==> config.mk <==
export PLATFORM = sky130hd
export DESIGN_NAME = gpio_port
export DESIGN_NICKNAME = d
export VERILOG_FILES = /design/src/verilog/gpio_pkg.sv /design/src/verilog/gpio_port.sv
export VERILOG_INCLUDE_DIRS = /design/src /design/src/verilog
export SDC_FILE = /design/constraint.sdc
export NUM_CORES = 1
export LEC_CHECK = 0
export BUFFER_PORTS_ARGS = -buffer_cell sky130_fd_sc_hd__buf_2
export CAP_MARGIN = 10
export CORE_ASPECT_RATIO = 1.75
export CORE_MARGIN = 5
export CORE_UTILIZATION = 45
export CTS_CLUSTER_SIZE = 12
export DETAILED_ROUTE_END_ITERATION = 8
export GPL_TIMING_DRIVEN = 0
export MAX_ROUTING_LAYER = met4
export PLACE_DENSITY_LB_ADDON = 0.12
export SYNTH_ARGS = -nofsm -noshare
export SYNTH_HDL_FRONTEND = slang
export SYNTH_SLANG_ARGS = --single-unit
==> constraint.sdc <==
create_clock -name sys_clk_in -period 2.2 [get_ports sys_clk_in]
set_clock_uncertainty 0.05 [all_clocks]
set_input_delay 0.22 -clock sys_clk_in [delete_from_list [all_inputs] [get_ports sys_clk_in]]
set_output_delay 0.22 -clock sys_clk_in [all_outputs]
set_load 0.02 [all_outputs]
==> src/verilog/gpio_consts.svh <==
// Register offsets, reset values and timing counts for the GPIO port slice
`ifndef GPIO_CONSTS_SVH
`define GPIO_CONSTS_SVH
`define GPIO_OFF_LATCH    12'h000
`define GPIO_OFF_VIEW     12'h004
`define GPIO_OFF_DIR      12'h008
`define GPIO_OFF_DRIVE    12'h00C
`define GPIO_OFF_PULLEN   12'h010
`define GPIO_OFF_PULLPOL  12'h014
`define GPIO_OFF_ODRAIN   12'h018
`define GPIO_OFF_IRQMASK  12'h01C
`define GPIO_OFF_IRQFLAG  12'h020
`define GPIO_OFF_PERIPH   12'h024
`define GPIO_OFF_STATUS   12'h028
`define GPIO_RESET_BYTE   8'h00
`define GPIO_FILT_SAMPLES 3'h4
`define GPIO_FILT_ZERO    3'h0
`define GPIO_FILT_ONE     3'h1
// One past the confirm point: the pin has settled and needs no more sampling
`define GPIO_FILT_SETTLED 3'h5
`endif

==> src/verilog/gpio_pkg.sv <==
// Types shared by the GPIO port slice
package gpio_pkg;
  typedef enum logic [1:0] {
    GPIO_MODE_RUN,
    GPIO_MODE_WAIT,
    GPIO_MODE_STOP
  } gpio_power_type;
endpackage

==> src/verilog/gpio_port.sv <==
// GPIO port slice: latch, direction, pad controls, filtered pin interrupts
//
// Local design decisions: the register addresses and register access over APB.
`timescale 1ns/1ps
`include "gpio_consts.svh"

// Operation
// - Latch drives pin as GPIO output
// - Latch write reaches pin only when output
// - Direction 0 reads synchronized pin level
// - Direction 1 reads stored latch value
// - Pin view read-only, always pin level
// - Peripheral ownership overrides direction for drive
// - Direction still selects latch readback source
// - Readback may lag pin by two cycles
// - Reduced drive applies to any output
// - Pull active only input or wired-or
// - Wired-or output allows pull-up only
// - Wired-or disables high-side drive
// - Mask gates each flag
// - Filtered edge of chosen polarity sets flag
// - Per-pin enable, edge; shared request
// - Request when flag and mask set
// - Enabled pin interrupt wakes STOP/WAIT
// - Three-clock pulses ignored, four accepted
// - Four passive then four active samples
// - Filter on bus clock, RC in STOP
// - RC runs while count<=4, enabled, clear
// - Polarity bit picks pull and edge
module gpio_port
  import gpio_pkg::*;
#(
  parameter int WIDTH = 8
) (
  input  wire logic             sys_clk_in,
  input  wire logic             reset_n_in,
  input  wire logic             psel_in,
  input  wire logic             penable_in,
  input  wire logic             pwrite_in,
  input  wire logic [11:0]      paddr_in,
  input  wire logic [31:0]      pwdata_in,
  output logic      [31:0]      prdata_out,
  output logic                  pready_out,
  output logic                  pslverr_out,
  input  wire logic [WIDTH-1:0] pin_in,
  input  wire logic [WIDTH-1:0] periph_own_in,
  input  wire logic [WIDTH-1:0] periph_out_in,
  input  wire logic [WIDTH-1:0] periph_oe_in,
  input  wire logic             stop_mode_in,
  input  wire logic             wait_mode_in,
  output logic      [WIDTH-1:0] pin_out,
  output logic      [WIDTH-1:0] pin_oe_out,
  output logic      [WIDTH-1:0] drive_reduced_out,
  output logic      [WIDTH-1:0] pull_up_en_out,
  output logic      [WIDTH-1:0] pull_down_en_out,
  output logic                  irq_out,
  output logic                  wakeup_out,
  output logic                  rc_osc_run_out
);

  // Read data and status bits share one 32-bit word
  if (WIDTH < 1 || WIDTH > 32) begin : g_bad_width
    $error("gpio_port: WIDTH must be 1..32");
  end

  // Register state
  logic [WIDTH-1:0] port_output_latch_q;
  logic [WIDTH-1:0] direction_bits_q;
  logic [WIDTH-1:0] drive_strength_select_q;
  logic [WIDTH-1:0] pull_enable_bits_q;
  logic [WIDTH-1:0] pull_polarity_select_q;
  logic [WIDTH-1:0] open_drain_select_q;
  logic [WIDTH-1:0] pin_irq_mask_q;
  logic [WIDTH-1:0] pin_irq_flag_q;
  logic [WIDTH-1:0] pin_irq_flag_d;
  logic [WIDTH-1:0] sync1_q;
  logic [WIDTH-1:0] pin_level_view_q;
  logic [WIDTH-1:0] edge_hit;
  logic [WIDTH-1:0] rc_need;
  gpio_power_type   power_mode;

  // APB decode
  wire acc_phase = psel_in & penable_in;
  wire wr_en     = acc_phase & pwrite_in;
  wire hit_latch   = (paddr_in == `GPIO_OFF_LATCH);
  wire hit_view    = (paddr_in == `GPIO_OFF_VIEW);
  wire hit_dir     = (paddr_in == `GPIO_OFF_DIR);
  wire hit_drive   = (paddr_in == `GPIO_OFF_DRIVE);
  wire hit_pullen  = (paddr_in == `GPIO_OFF_PULLEN);
  wire hit_pullpol = (paddr_in == `GPIO_OFF_PULLPOL);
  wire hit_odrain  = (paddr_in == `GPIO_OFF_ODRAIN);
  wire hit_irqmask = (paddr_in == `GPIO_OFF_IRQMASK);
  wire hit_irqflag = (paddr_in == `GPIO_OFF_IRQFLAG);
  wire hit_periph  = (paddr_in == `GPIO_OFF_PERIPH);
  wire hit_status  = (paddr_in == `GPIO_OFF_STATUS);
  wire hit_any = hit_latch | hit_view | hit_dir | hit_drive | hit_pullen | hit_pullpol
               | hit_odrain | hit_irqmask | hit_irqflag | hit_periph | hit_status;
  wire [WIDTH-1:0] wdata = pwdata_in[WIDTH-1:0];

  // input bits read pin, output bits read latch, regardless of owner
  wire [WIDTH-1:0] latch_readback =
    (direction_bits_q & port_output_latch_q) | (~direction_bits_q & pin_level_view_q);

  logic [31:0] rdata_mux;
  always_comb begin
    rdata_mux = 32'h0000_0000;
    if (hit_latch) begin
      rdata_mux[WIDTH-1:0] = latch_readback;
    end else if (hit_view) begin
      // pure view of the synchronized pin
      rdata_mux[WIDTH-1:0] = pin_level_view_q;
    end else if (hit_dir) begin
      rdata_mux[WIDTH-1:0] = direction_bits_q;
    end else if (hit_drive) begin
      rdata_mux[WIDTH-1:0] = drive_strength_select_q;
    end else if (hit_pullen) begin
      rdata_mux[WIDTH-1:0] = pull_enable_bits_q;
    end else if (hit_pullpol) begin
      rdata_mux[WIDTH-1:0] = pull_polarity_select_q;
    end else if (hit_odrain) begin
      rdata_mux[WIDTH-1:0] = open_drain_select_q;
    end else if (hit_irqmask) begin
      rdata_mux[WIDTH-1:0] = pin_irq_mask_q;
    end else if (hit_irqflag) begin
      rdata_mux[WIDTH-1:0] = pin_irq_flag_q;
    end else if (hit_periph) begin
      rdata_mux[WIDTH-1:0] = periph_own_in;
    end else if (hit_status) begin
      rdata_mux[1:0] = power_mode;
    end
  end

  // Every access completes in one access cycle; prdata/pslverr registered for flop outputs
  always_ff @(posedge sys_clk_in or negedge reset_n_in) begin
    if (!reset_n_in) begin
      prdata_out  <= 32'h0000_0000;
      pready_out  <= 1'b0;
      pslverr_out <= 1'b0;
    end else begin
      pready_out  <= psel_in & ~penable_in;
      pslverr_out <= psel_in & ~penable_in & ~hit_any;
      prdata_out  <= (psel_in & ~penable_in & ~pwrite_in) ? rdata_mux : 32'h0000_0000;
    end
  end

  wire wr_take = wr_en & pready_out & hit_any;

  // Per-register write strobes
  wire wr_latch   = wr_take & hit_latch;
  wire wr_dir     = wr_take & hit_dir;
  wire wr_drive   = wr_take & hit_drive;
  wire wr_pullen  = wr_take & hit_pullen;
  wire wr_pullpol = wr_take & hit_pullpol;
  wire wr_odrain  = wr_take & hit_odrain;
  wire wr_irqmask = wr_take & hit_irqmask;

  // latch write only stores, drive logic decides the pin
  always_ff @(posedge sys_clk_in or negedge reset_n_in) begin
    if (!reset_n_in) begin
      port_output_latch_q <= '0;
    end else if (wr_latch) begin
      port_output_latch_q <= wdata;
    end
  end

  always_ff @(posedge sys_clk_in or negedge reset_n_in) begin
    if (!reset_n_in) begin
      direction_bits_q <= '0;
    end else if (wr_dir) begin
      direction_bits_q <= wdata;
    end
  end

  always_ff @(posedge sys_clk_in or negedge reset_n_in) begin
    if (!reset_n_in) begin
      drive_strength_select_q <= '0;
    end else if (wr_drive) begin
      drive_strength_select_q <= wdata;
    end
  end

  always_ff @(posedge sys_clk_in or negedge reset_n_in) begin
    if (!reset_n_in) begin
      pull_enable_bits_q <= '0;
    end else if (wr_pullen) begin
      pull_enable_bits_q <= wdata;
    end
  end

  always_ff @(posedge sys_clk_in or negedge reset_n_in) begin
    if (!reset_n_in) begin
      pull_polarity_select_q <= '0;
    end else if (wr_pullpol) begin
      pull_polarity_select_q <= wdata;
    end
  end

  always_ff @(posedge sys_clk_in or negedge reset_n_in) begin
    if (!reset_n_in) begin
      open_drain_select_q <= '0;
    end else if (wr_odrain) begin
      open_drain_select_q <= wdata;
    end
  end

  always_ff @(posedge sys_clk_in or negedge reset_n_in) begin
    if (!reset_n_in) begin
      pin_irq_mask_q <= '0;
    end else if (wr_irqmask) begin
      pin_irq_mask_q <= wdata;
    end
  end

  // two-flop synchronizer; readback lags the pin by two clocks
  always_ff @(posedge sys_clk_in or negedge reset_n_in) begin
    if (!reset_n_in) begin
      sync1_q          <= '0;
      pin_level_view_q <= '0;
    end else begin
      sync1_q          <= pin_in;
      pin_level_view_q <= sync1_q;
    end
  end

  assign power_mode = stop_mode_in ? GPIO_MODE_STOP : (wait_mode_in ? GPIO_MODE_WAIT : GPIO_MODE_RUN);

  // Per-pin pad control and glitch filter
  logic [WIDTH-1:0] pin_d;
  logic [WIDTH-1:0] oe_d;
  logic [WIDTH-1:0] pu_d;
  logic [WIDTH-1:0] pd_d;
  logic [WIDTH-1:0] rd_d;

  genvar g;
  generate
    for (g = 0; g < WIDTH; g++) begin : g_pin
      logic [2:0] cnt_q;
      logic       prev_q;
      logic       armed_q;
      // peripheral ownership replaces direction for drive
      wire is_out  = periph_own_in[g] ? periph_oe_in[g] : direction_bits_q[g];
      // latch supplies the GPIO output level
      wire out_val = periph_own_in[g] ? periph_out_in[g] : port_output_latch_q[g];
      wire wired   = open_drain_select_q[g] & is_out;
      assign oe_d[g]  = is_out & ~(wired & out_val);
      assign pin_d[g] = out_val & ~wired;
      assign rd_d[g]  = is_out & drive_strength_select_q[g];
      // pull only as input or wired-or, polarity, wired-or forces up
      wire pull_on = pull_enable_bits_q[g] & (~is_out | wired);
      assign pu_d[g] = pull_on & (wired | ~pull_polarity_select_q[g]);
      assign pd_d[g] = pull_on & ~wired & pull_polarity_select_q[g];

      // active level is high for polarity 1 (rising), low for 0 (falling)
      wire active = ~(pin_level_view_q[g] ^ pull_polarity_select_q[g]);
      // four equal samples confirm a level; an edge needs passive then active
      wire same   = (active == prev_q);
      wire fourth = same && (cnt_q == `GPIO_FILT_SAMPLES - `GPIO_FILT_ONE);
      // fourth active sample after an armed passive run is the edge
      assign edge_hit[g] = fourth & active & armed_q;
      // oscillator demand per pin; a count past four means the pin has settled
      assign rc_need[g] = (cnt_q <= `GPIO_FILT_SAMPLES) & pin_irq_mask_q[g] & ~pin_irq_flag_q[g];

      // runs on the bus clock; the STOP RC clock is outside this slice
      always_ff @(posedge sys_clk_in or negedge reset_n_in) begin
        if (!reset_n_in) begin
          cnt_q   <= `GPIO_FILT_ZERO;
          prev_q  <= 1'b0;
          armed_q <= 1'b0;
        end else begin
          prev_q <= active;
          if (!same) begin
            cnt_q <= `GPIO_FILT_ONE;
          end else if (cnt_q != `GPIO_FILT_SETTLED) begin
            cnt_q <= cnt_q + `GPIO_FILT_ONE;
          end
          // Passive run arms; active run fires once and disarms, glitches in between are harmless
          if (fourth) begin
            armed_q <= ~active;
          end
        end
      end
    end
  endgenerate

  // filtered edge sets flag; write one clears; set wins over clear
  always_comb begin
    pin_irq_flag_d = pin_irq_flag_q;
    if (wr_take && hit_irqflag) begin
      pin_irq_flag_d = pin_irq_flag_q & ~wdata;
    end
    pin_irq_flag_d = pin_irq_flag_d | edge_hit;
  end

  // masked flags merge onto one request
  wire irq_d  = |(pin_irq_flag_d & pin_irq_mask_q);
  // wake from low power on any enabled request
  wire wake_d = (power_mode != GPIO_MODE_RUN) & irq_d;
  // oscillator only in STOP and only while some pin needs sampling
  wire rc_d   = (power_mode == GPIO_MODE_STOP) & |rc_need;

  always_ff @(posedge sys_clk_in or negedge reset_n_in) begin
    if (!reset_n_in) begin
      pin_irq_flag_q <= '0;
    end else begin
      pin_irq_flag_q <= pin_irq_flag_d;
    end
  end

  // Pad controls leave on flops so the pads never see decode glitches
  always_ff @(posedge sys_clk_in or negedge reset_n_in) begin
    if (!reset_n_in) begin
      pin_out <= '0;
    end else begin
      pin_out <= pin_d;
    end
  end

  always_ff @(posedge sys_clk_in or negedge reset_n_in) begin
    if (!reset_n_in) begin
      pin_oe_out <= '0;
    end else begin
      pin_oe_out <= oe_d;
    end
  end

  always_ff @(posedge sys_clk_in or negedge reset_n_in) begin
    if (!reset_n_in) begin
      drive_reduced_out <= '0;
    end else begin
      drive_reduced_out <= rd_d;
    end
  end

  always_ff @(posedge sys_clk_in or negedge reset_n_in) begin
    if (!reset_n_in) begin
      pull_up_en_out <= '0;
    end else begin
      pull_up_en_out <= pu_d;
    end
  end

  always_ff @(posedge sys_clk_in or negedge reset_n_in) begin
    if (!reset_n_in) begin
      pull_down_en_out <= '0;
    end else begin
      pull_down_en_out <= pd_d;
    end
  end

  always_ff @(posedge sys_clk_in or negedge reset_n_in) begin
    if (!reset_n_in) begin
      irq_out <= 1'b0;
    end else begin
      irq_out <= irq_d;
    end
  end

  always_ff @(posedge sys_clk_in or negedge reset_n_in) begin
    if (!reset_n_in) begin
      wakeup_out <= 1'b0;
    end else begin
      wakeup_out <= wake_d;
    end
  end

  always_ff @(posedge sys_clk_in or negedge reset_n_in) begin
    if (!reset_n_in) begin
      rc_osc_run_out <= 1'b0;
    end else begin
      rc_osc_run_out <= rc_d;
    end
  end

endmodule

# Word level (Yosys, flattened, before mapping)
# Index checks and enable logic that the tools add are counted.
[op_classes] bitwise=213 n_reduce_logical=13 n_addsub=8 eq_ne=43 order_cmp=8 mux=48
[op_table] cell="$and 1x1->1" count=120
[op_table] cell="$mux 8" count=11
[op_table] cell="$not 1->1" count=51
[op_table] cell="$eq 12x5->1 const B" count=4
[op_table] cell="$mux 3" count=16
[op_table] cell="$eq 12x6->1 const B" count=3
[op_table] cell="$and 8x8->8" count=4
[op_table] cell="$or 1x1->1" count=26
[op_table] cell="$add 3x1->3 const B" count=8
[op_table] cell="$eq 12x4->1 const B" count=2
[op_table] cell="$eq 3x2->1 const B" count=8
[op_table] cell="$le 3x3->1 const B" count=8
[op_table] cell="$ne 3x3->1 const B" count=8
[op_table] cell="$mux 1" count=17
[op_table] cell="$ne 2x1->1 const B" count=8
[op_table] cell="$not 8->8" count=2
[op_table] cell="$or 8x8->8" count=2
[op_table] cell="$reduce_or 8->1" count=2
[op_table] cell="$eq 12x3->1 const B" count=1
[op_table] cell="$logic_not 12->1" count=1
[op_table] cell="$logic_and 1x1->1" count=9
[op_table] cell="$eq 1x1->1" count=8
[op_table] cell="$xor 1x1->1" count=8
[op_table] cell="$mux 2" count=3
[op_table] cell="other kinds (3)" count=3
[totals] inputBits=83 ff_bits=173 out_inout_bits=77 word_cells=378

# Depth between registers and ports, before layout
# Gate-level depths: netlist (run 1).
[depth] depth_word=18 ltp_mapped=9 depth_no_buf=8

# Worst setup path before layout (run 1)
# OpenSTA, ideal clock, no wires.
[synth_timing] path_kind="register to register" startpoint="reg pready_out" endpoint="reg irq_out" n_path_buf=1 t_arrival_ns=1.837 period_less_slack_ns=2.011 slack_ns=0.189 stages_incl_launch_ff=7 setup_time_ns=0.124 cell_sequence="dfrtp_1 nand4_1 and4bb_2 and2_1 buf_4 o211ai_1 or2_1"
[synth_between] elab_chain_len=7
[synth_rtl] item="start: declaration" line_no="gpio_port.sv:43" rtl="output logic pready_out,"
[synth_rtl] item="start signal: assignment" line_no="gpio_port.sv:140" rtl="pready_out <= psel_in & ~penable_in;"
[synth_rtl] item="$and 1x1->1 (2 in series)" line_no="gpio_port.sv:146" rtl="wire wr_take = wr_en & pready_out & hit_any;"
[synth_rtl] item="$logic_and 1x1->1" line_no="gpio_port.sv:288" rtl="if (wr_take && hit_irqflag) begin"
[synth_rtl] item="$mux 8" line_no="gpio_port.sv:288"
[synth_rtl] item="$or 8x8->8" line_no="gpio_port.sv:291" rtl="pin_irq_flag_d = pin_irq_flag_d | edge_hit;"
[synth_rtl] item="$and 8x8->8" line_no="gpio_port.sv:295" rtl="wire irq_d = |(pin_irq_flag_d & pin_irq_mask_q);"
[synth_rtl] item="$reduce_or 8->1" line_no="gpio_port.sv:295"
[synth_rtl] item="net irq_d" line_no="gpio_port.sv:295"
[synth_rtl] item="end signal: assignment" line_no="gpio_port.sv:354" rtl="irq_out <= irq_d;"
[synth_rtl] item="end: declaration" line_no="gpio_port.sv:56" rtl="output logic irq_out,"
# The timed path passes the listed nets, and every way through them passes these cells.
# A chain may end at the register's enable or synchronous reset.

# Final worst setup path (run 1)
[layout_timing] startpoint="in paddr_in[9]" endpoint="reg port_output_latch_q[1]"
[layout_between] elab_chain_len=13
[layout_rtl] item="start: declaration" line_no="gpio_port.sv:40" rtl="input wire logic [11:0] paddr_in,"
[layout_rtl] item="$eq 12x3->1 (no source line) / $logic_not 12->1 (equally long branches)"
[layout_rtl] item="$or 1x1->1 (5 in series)" line_no="gpio_port.sv:96" rtl="wire hit_any = hit_latch | hit_view | hit_dir | hit_drive | hit_pullen | hit_pullpol"
[layout_rtl] item="$or 1x1->1 (5 in series)" line_no="gpio_port.sv:97" rtl="| hit_odrain | hit_irqmask | hit_irqflag | hit_periph | hit_status;"
[layout_rtl] item="$and 1x1->1" line_no="gpio_port.sv:146"
[layout_rtl] item="$and 1x1->1 (*)" line_no="gpio_port.sv:149" rtl="wire wr_latch = wr_take & hit_latch;"
[layout_rtl] item="end signal: assignment" line_no="gpio_port.sv:162" rtl="port_output_latch_q <= wdata;"
[layout_rtl] item="end: declaration" line_no="gpio_port.sv:67" rtl="logic [WIDTH-1:0] port_output_latch_q;"
# Every way passes the cells marked *; elsewhere a longest branch is shown, timed or not.

==> results.ini, run 1 <==
[worst_setup_path]
path_class=in2reg
r2r_end=irq_out$_DFF_PN0_
cp_common_cell=nor2_2
r2r-start=g_pin[7].cnt_q[0]$_DFFE_PN0P_
cp-startpoint=paddr_in[9]
crit_end=port_output_latch_q[1]$_DFFE_PN0P_
cp_max_fo=8
cp-end-kind=flip-flop
start_kind=input pin
critPathBufInv=1
critical_path.slowest_cell=or4_1
slowest_delay_ps=620
critical_path.top_delay_family=simple AND/OR/NAND/NOR gates
r2r_slack_ps=140
reg2reg_depth=7
crit_arrival_ps=2360
cp_num_cells=6
cp_data_required_time_ps=2460
crit_chain=buf_2 -> or4_1 -> nor2_2 -> nand3_1 -> nor2_2 -> mux2_2

[global_routing]
grt_pass1_vias=6828
grt_pass1_wl_um=36700
antenna_found_initial=1
grt_max_degree=109
overflow=0
grtUsageTotal=0.223

[yosys]
synth_xor_area_frac=0.0245
synth_compound_area_frac=0.122
synth_cell_type_count=66
synthCells=838
seq_area_frac_synth=0.504
postSynthAreaPerCell_um2=10.3
yosys_warnings=0
yosys-top-cells-area=dfrtp_1 (50%), nand2_1 (5.2%), ha_1 (4.7%), mux2_2 (3.8%), o21ai_0 (3.4%)
synth_ff_type=dfrtp_1
synth_top_family_by_area=simple AND/OR/NAND/NOR gates
synthAdderAreaFrac=0.0466
synth_area_leader_cell=dfrtp_1
synth_edf_count=0
synth_seq_cells=173
postSynth.asyncResetShare=1.00
synth_area_um2=8590
synth_top_area_share=0.504
synthMuxAreaShare=0.0835
yosys.area_share.simple=0.164

[timing]
finalCritPeriodShare=0.955
period_needed_ps=2100
hold_violations=0
fmax_mhz=476
worstMarginPinSlew_ps=791
slew_viol_final=0
rsz0062_at_grt=no
finalSetupViolCount=0
fin_hold_ws_ps=17.6
finalWorstSetupSlack_ps=99.9
slew_headroom=0.468

[cells_and_area]
largest_reg_flops=24
largest-register=g_pin.cnt_q
drive_above_1_share=0.217
mostFrequentLayoutCells=dfrtp_1 (173), nand2_1 (120), buf_2 (113)
final_util=0.554
area_delta_synth_final_pct=22.2
finalInstanceArea_um2=10500
nFillCells=1733
nNetsFinal=1136
multi_input_area_um2=3900
mostFrequentLayoutCell=dfrtp_1
regArea_um2=4330
fin_cells=1276

[power_and_ir_drop]
swShare=0.290
leakage_uw=0.00523
clock_power_share=0.374
power_switching_uw=2370
power_density_nw_per_um2=776
seqPwrFrac=0.454
ir_drop_uv=456
power.share.combinational=0.172
p_int_uw=5780

[clocking]
cts_tree=built
cts.root.buffer_cell=clkbuf_16
cts_made_buffers=17
htreeDepth=4
clock_latency_ps=430
clk_pin_slew_ps=70
clock_path_buffers=2
cts_num_sinks=173

[routing]
drc_errors=0
drt-wirelength-per-cell_um=18.3
avgViaCountPerCell=5.29
drtIter0Drc=296
ant_nets=0
vias=6745
dr.pass1.iters=5
totalWireLength_um=23300

[placement]
globalplace.congestion=0.966
place_area_um2=9550
place_ws_ps=-927
dpl.cell_count=1210
dp_hpwl_um=17400
portBuffers=107

[run_status]
status=finished clean

[min_path]
hold_class=in2reg

[floorplanning]
fp.coreArea_um2=18900
dieArea_um2=22100
die_w_um=114
fp-row-count=67
ios=160
fp.dieH_um=193
initial_utilization=0.453

[flow_run]
drv_cap=0

-- cell families (layout without fill, tap and decap cells) --
group | count (synthesis) | count (layout)
AO/OA/AOI/OAI | 170 | 170
XOR/XNOR | 24 | 24
buffers and inverters | 98 | 271
flip-flops | 173 | 173
other | 1 | 25
multiplexers | 66 | 66
adder cells (fa/ha/maj) | 32 | 32
AND/OR/NAND/NOR | 274 | 274
-- power by group through the flow --
stage          Combinational (uW)  Clock [uW]  Sequential (uW)
6_report                     1400        3050             3700
5_1_grt                      1640        3240             3740
4_1_cts                      1420        3130             3700
3_5_place_dp                 1380           0             3760
3_3_place_gp                 1340           0             3750
2_1_floorplan                 961           0             3720
-- cells in the mapped netlist, types with 12 or more instances --
cell	n
mux2_2	29
mux2_1	16
dfrtp_1	173
ha_1	32
a21oi_1	42
nand2b_1	16
and3_1	12
xnor2_1	16
nand2_1	120
inv_1	54
nand3_1	35
nor2_1	21
mux2i_1	21
o21ai_0	58
buf_4	26
-- per-stage QoR --
| stage | power, uW | TNS, ps |
|---|---|---|
| final | 8150 | 0 |
| after global placement | 5090 | -351500 |
| after CTS | 8260 | 0 |
| after floorplan | 4680 | 0 |
| after detailed placement | 5140 | -24260 |
| after global routing | 8620 | 0 |
-- per-layer routing --
| metal | up-vias | wire [um] | GRT usage |
|---|---|---|---|
| li1 | 3239 | - | - |
| met1 | 3323 | 9260 | 0.250 |
| met2 | 149 | 12600 | 0.402 |
| met3 | 34 | 866 | 0.0307 |
| met4 | 0 | 562 | 0.0759 |
| met5 | - | 0 | - |
-- worst reg2reg max path, stage by stage, from the launching register on --
cell      delay, ps
dfrtp_1         430
ha_1            220
ha_1            210
and4_1          200
nand2b_1        180
a211oi_1        240
o211ai_1        160
or2_1           260
-- repair_timing --
item,in CTS,in global routing
hold endpoints to repair,91,0
setup buffers,6,0
resized for setup,4,3
hold buffers,27,0
endpoints found under the setup margin,20,3
pin swaps,2,0
-- how the worst min path moves through the flow --
stage / cells after the start / start / endpoint / slack (ps)
detailed placement: 1 / reset_n_in / sync1_q[0]$_DFF_PN0_ / 140
floorplan: 0 / reset_n_in / direction_bits_q[0]$_DFFE_PN0P_ / -130
finish: 2 / periph_own_in[6] / pin_out[6]$_DFF_PN0_ / 20
global placement: 1 / pin_in[3] / sync1_q[3]$_DFF_PN0_ / 280
global route: 2 / periph_own_in[5] / pin_oe_out[5]$_DFF_PN0_ / 20
CTS: 2 / periph_own_in[5] / pin_out[5]$_DFF_PN0_ / 7
-- area by class of cell --
type                    instances  area share
clock buffers                  18      0.0418
multi-input cells             590       0.372
flip-flops and latches        173       0.412
inverters                      54      0.0193
clock inverters                14      0.0151
plain buffers                  44      0.0260
diodes                          1    0.000238
repair buffers                141      0.0846
well taps                     241      0.0287
Power figures use the tool's default switching activity.
==> inputs of run 2 (changes only) <==
--- a/config.mk
+++ b/config.mk
@@ -6,13 +6,13 @@
 export SDC_FILE = /design/constraint.sdc
 export NUM_CORES = 1
 export LEC_CHECK = 0
-export BUFFER_PORTS_ARGS = -buffer_cell sky130_fd_sc_hd__buf_2
 export CAP_MARGIN = 10
 export CORE_ASPECT_RATIO = 1.75
 export CORE_MARGIN = 5
 export CORE_UTILIZATION = 45
 export CTS_CLUSTER_SIZE = 12
 export DETAILED_ROUTE_END_ITERATION = 8
+export DONT_BUFFER_PORTS = 1
 export GPL_TIMING_DRIVEN = 0
 export MAX_ROUTING_LAYER = met4
 export PLACE_DENSITY_LB_ADDON = 0.12
==> results.ini, run 2 (synthesized netlist as in run 1, its figures left out) <==
[clocking]
htreeDepth=4
clock_path_buffers=2
cts_tree=built
clock_latency_ps=440
cts_num_sinks=173
cts_made_buffers=17
cts.root.buffer_cell=clkbuf_16
ctsHoldBuffers=53
clk_pin_slew_ps=70

[routing]
drc_errors=0
met1_length_um=9860
drt-wirelength-per-cell_um=21.8
wl_met3_um=1070
drtIter0Drc=343
avgViaCountPerCell=5.53
dr.pass1.iters=5
vias=6590
totalWireLength_um=26000
wl_met2_um=14400
ant_nets=0
top_layer=met4

[placement]
place_area_um2=8980
dp_hpwl_um=19100
portBuffers=0
globalplace.congestion=0.905

[flow_run]
drv_cap=0

[timing]
fmax_mhz=467
slew_headroom=0.342
period_needed_ps=2140
worstMarginPinSlew_ps=980
hold_violations=173
slew_viol_final=0
finalSetupViolCount=0
fin_hold_ws_ps=-572
rsz0062_at_grt=no
fin_tns_setup_ps=0
finalCritPeriodShare=0.972

[global_routing]
antenna_found_initial=0
grt_max_degree=174
grtUsageTotal=0.252
grt_pass1_vias=7066
overflow=0
grt_pass1_wl_um=40300

[floorplanning]
ios=160
die_w_um=114
dieArea_um2=22100
fp-row-count=67
fp.dieH_um=193
fp.coreArea_um2=18900
initial_utilization=0.453

[power_and_ir_drop]
ir_drop_uv=462
leakage_uw=0.00480
power_density_nw_per_um2=778
finalPower_uw=7880

[run_status]
violations=hold timing
status=finished, violations left

[worst_setup_path]
start_kind=input pin
crit_chain=buf_2 -> nor4b_4 -> nand4_1 -> or2_1 -> buf_2 -> mux2_1
cp_data_required_time_ps=2460
cp_common_cell=buf_2
crit_arrival_ps=2400
critical_path.slowest_cell=nand4_1
cp_max_fo=10
slowest_delay_ps=540
path_class=in2reg
reg2reg_depth=7
cp-end-kind=flip-flop

[cells_and_area]
mostFrequentLayoutCell=dfrtp_1
nNetsFinal=1053
drive_above_1_share=0.123
largest_reg_flops=24
insertedDiodeCount=0
mostFrequentLayoutCells=dfrtp_1 (172), nand2_1 (120), o21ai_0 (57)
final_util=0.535
largest-register=g_pin.cnt_q
area_delta_synth_final_pct=17.9
finalInstanceArea_um2=10100

[min_path]
hold_class=in2async

## run 2: cell count changes in the layout (fill, tap and decap cells not counted), moves of 2 or more
cell,before,now
buf_2,113,7
clkinvlp_4,1,3
bufinv_16,2,0
dlygate4sd3_1,27,53
clkinv_2,2,4
## run 2: where the power goes
part / leakage, uW / total (uW) / switching, uW / internal [uW]
Clock: 0.000262 / 2820 / 1370 / 1460
Combinational: 0.00238 / 1330 / 735 / 592
Sequential: 0.00216 / 3730 / 272 / 3460
Total: 0.00480 / 7880 / 2370 / 5510
## run 2: cell type report
| type | count | area [um2] |
|---|---|---|
| plain buffers | 44 | 273 |
| repair buffers | 58 | 568 |
| multi-input cells | 590 | 3910 |
| flip-flops and latches | 173 | 4330 |
| clock buffers | 17 | 425 |
| fillers | 1684 | 8820 |
| well taps | 241 | 302 |
| clock inverters | 15 | 115 |
| inverters | 54 | 203 |
## run 2: final timing paths
check                                      from                                     to  slack [ps]
max                                 paddr_in[5]      pull_enable_bits_q[3]$_DFFE_PN0P_          60
min                                  reset_n_in          pin_level_view_q[0]$_DFF_PN0_        -570
max reg2reg                pready_out$_DFF_PN0_                      irq_out$_DFF_PN0_          80
min reg2reg                sync1_q[7]$_DFF_PN0_          pin_level_view_q[7]$_DFF_PN0_         300
max in group asynchronous            reset_n_in  pull_polarity_select_q[1]$_DFFE_PN0P_        2350
min in group sys_clk_in        periph_own_in[1]         drive_reduced_out[1]$_DFF_PN0_          10
## run 2: metrics by stage
stage / std cells / worst slack (ps)
2_1_floorplan: 861 / 189
6_report: 1192 / 60.7
4_1_cts: 1189 / 1.83
3_3_place_gp: 1102 / -1050
3_5_place_dp: 1102 / -1020
5_1_grt: 1192 / 0.104
## run 2: what timing repair did
item                                    4_1_cts  5_1_grt
gates resized for setup                       6        4
pin swaps                                     1        1
gates cloned                                  0        0
buffers inserted                              2        3
endpoints found under the setup margin       49        8
hold endpoints to repair                    251      173
## run 2: critical path, delay by kind of cell
family                 cells  cell delay, ps
buffers and inverters      2             430
AND/OR/NAND/NOR            3            1380
multiplexers               1             360
## run 2: routing by layer
| layer | global-route usage | vias up |
|---|---|---|
| met1 | 0.280 | 3282 |
| met5 | - | - |
| met2 | 0.456 | 190 |
| met4 | 0.0882 | 0 |
| li1 | - | 3079 |
| met3 | 0.0351 | 39 |
==> inputs of run 3 (changes only) <==
--- a/config.mk
+++ b/config.mk
@@ -6,7 +6,6 @@
 export SDC_FILE = /design/constraint.sdc
 export NUM_CORES = 1
 export LEC_CHECK = 0
-export CAP_MARGIN = 10
 export CORE_ASPECT_RATIO = 1.75
 export CORE_MARGIN = 5
 export CORE_UTILIZATION = 45
@@ -15,7 +14,7 @@
 export DONT_BUFFER_PORTS = 1
 export GPL_TIMING_DRIVEN = 0
 export MAX_ROUTING_LAYER = met4
-export PLACE_DENSITY_LB_ADDON = 0.12
+export PLACE_DENSITY = 0.72
 export SYNTH_ARGS = -nofsm -noshare
 export SYNTH_HDL_FRONTEND = slang
 export SYNTH_SLANG_ARGS = --single-unit
==> results.ini, run 3 (synthesized netlist as in run 1, its figures left out) <==
[global_routing]
grtUsageTotal=0.234
antenna_found_initial=1
grt_pass1_vias=6859
grt_max_degree=174
overflow=0
grt_pass1_wl_um=37800

[worst_setup_path]
cp_data_required_time_ps=2480
path_class=reg2reg
start_kind=flip-flop
cp-end-kind=flip-flop
cp-startpoint=pready_out$_DFF_PN0_
cp_max_fo=7
reg2reg_depth=7
r2r-start=pready_out$_DFF_PN0_
crit_arrival_ps=2350

[cells_and_area]
mostFrequentLayoutCell=dfrtp_1
fin_cells=1193
drive_above_1_share=0.116
nFillCells=1656
final_util=0.536
mostFrequentLayoutCells=dfrtp_1 (172), nand2_1 (120), o21ai_0 (56), dlygate4sd3_1 (56), inv_1 (54)
area_delta_synth_final_pct=18.3
multi_input_area_um2=3890
largest-register=g_pin.cnt_q
regArea_um2=4330
nNetsFinal=1054
largest_reg_flops=24

[placement]
dpl.cell_count=1102
globalplace.congestion=1.04
portBuffers=0
dp_hpwl_um=17500

[power_and_ir_drop]
power_density_nw_per_um2=785
seqPwrFrac=0.467
clock_power_share=0.373
leakage_uw=0.00479
finalPower_uw=7980
ir_drop_uv=477
p_int_uw=5760
power_switching_uw=2220
swShare=0.278
power.share.combinational=0.160

[run_status]
status=finished, violations left
violations=hold timing

[timing]
fin_hold_ws_ps=-570
fin_tns_setup_ps=0
finalCritPeriodShare=0.941
worstMarginPinSlew_ps=808
slew_viol_final=0
rsz0062_at_grt=no
finalSetupViolCount=0
period_needed_ps=2070
slew_headroom=0.457
fmax_mhz=483
hold_violations=173

[clocking]
cts.root.buffer_cell=clkbuf_16
cts_tree=built
cts_made_buffers=17
clock_latency_ps=440
clk_pin_slew_ps=70
clock_path_buffers=2
cts_num_sinks=173
htreeDepth=4

[routing]
ant_nets=0
avgViaCountPerCell=5.58
drt-wirelength-per-cell_um=20.6
totalWireLength_um=24600
drtIter0Drc=522
vias=6652
dr.pass1.iters=5
drc_errors=0

[flow_run]
drv_cap=0

[floorplanning]
fp-row-count=67
initial_utilization=0.453
ios=160
die_w_um=114
fp.dieH_um=193
dieArea_um2=22100
fp.coreArea_um2=18900

[min_path]
hold_class=in2async

## run 3: critical path, stage by stage, from the launching register on
cell and delay, ps:
dfrtp_2 430, nand4_1 100, buf_4 170, and4bb_2 420
a31oi_1 130, o21ai_1 240, nand3_1 170, or2_1 240
## run 3: through the flow
stage	setup WS, ps	area (um2)
2_1_floorplan	189	8680
3_3_place_gp	-577	8980
3_5_place_dp	-583	8980
4_1_cts	26.8	10100
5_1_grt	18.8	10200
6_report	129	10200
## run 3: path summary, 6_finish.rpt
check / endpoint / slack (ps)
worst min register to register: pin_level_view_q[1]$_DFF_PN0_ / 300
max in group asynchronous: g_pin[1].prev_q$_DFF_PN0_ / 2240
worst max register to register: irq_out$_DFF_PN0_ / 130
worst max-delay path: irq_out$_DFF_PN0_ / 130
min in group sys_clk_in: drive_reduced_out[7]$_DFF_PN0_ / 10
worst min-delay path: g_pin[7].cnt_q[2]$_DFFE_PN0P_ / -570
## run 3: timing repair
action	in CTS	in global routing
hold buffers	55	1
pin swaps	1	0
endpoints found under the setup margin	40	16
endpoints found under the hold margin	254	174
buffers inserted	3	0
gates resized for setup	3	5
## run 3: power by group through the flow
stage / Clock, uW / Sequential, uW / Combinational, uW
after detailed placement: 0 / 3790 / 1180
after floorplan: 0 / 3720 / 961
after global placement: 0 / 3770 / 1120
final: 2980 / 3720 / 1280
after CTS: 3020 / 3730 / 1290
after global routing: 3140 / 3770 / 1470
## run 3: layout make-up
type | instances | area share
diodes | 1 | 0.000246
plain buffers | 44 | 0.0268
clock buffers | 21 | 0.0453
clock inverters | 10 | 0.0115
inverters | 54 | 0.0200
multi-input cells | 590 | 0.383
flip-flops and latches | 173 | 0.426
well taps | 241 | 0.0297
repair buffers | 59 | 0.0574
## run 3: layer usage
| metal | wire length (um) | track usage | share of wire | vias to the layer above |
|---|---|---|---|---|
| li1 | - | - | - | 3073 |
| met1 | 8740 | 0.241 | 0.36 | 3246 |
| met2 | 13100 | 0.411 | 0.53 | 264 |
| met3 | 1660 | 0.0499 | 0.068 | 69 |
| met4 | 1100 | 0.126 | 0.045 | 0 |
| met5 | 0 | - | 0 | - |
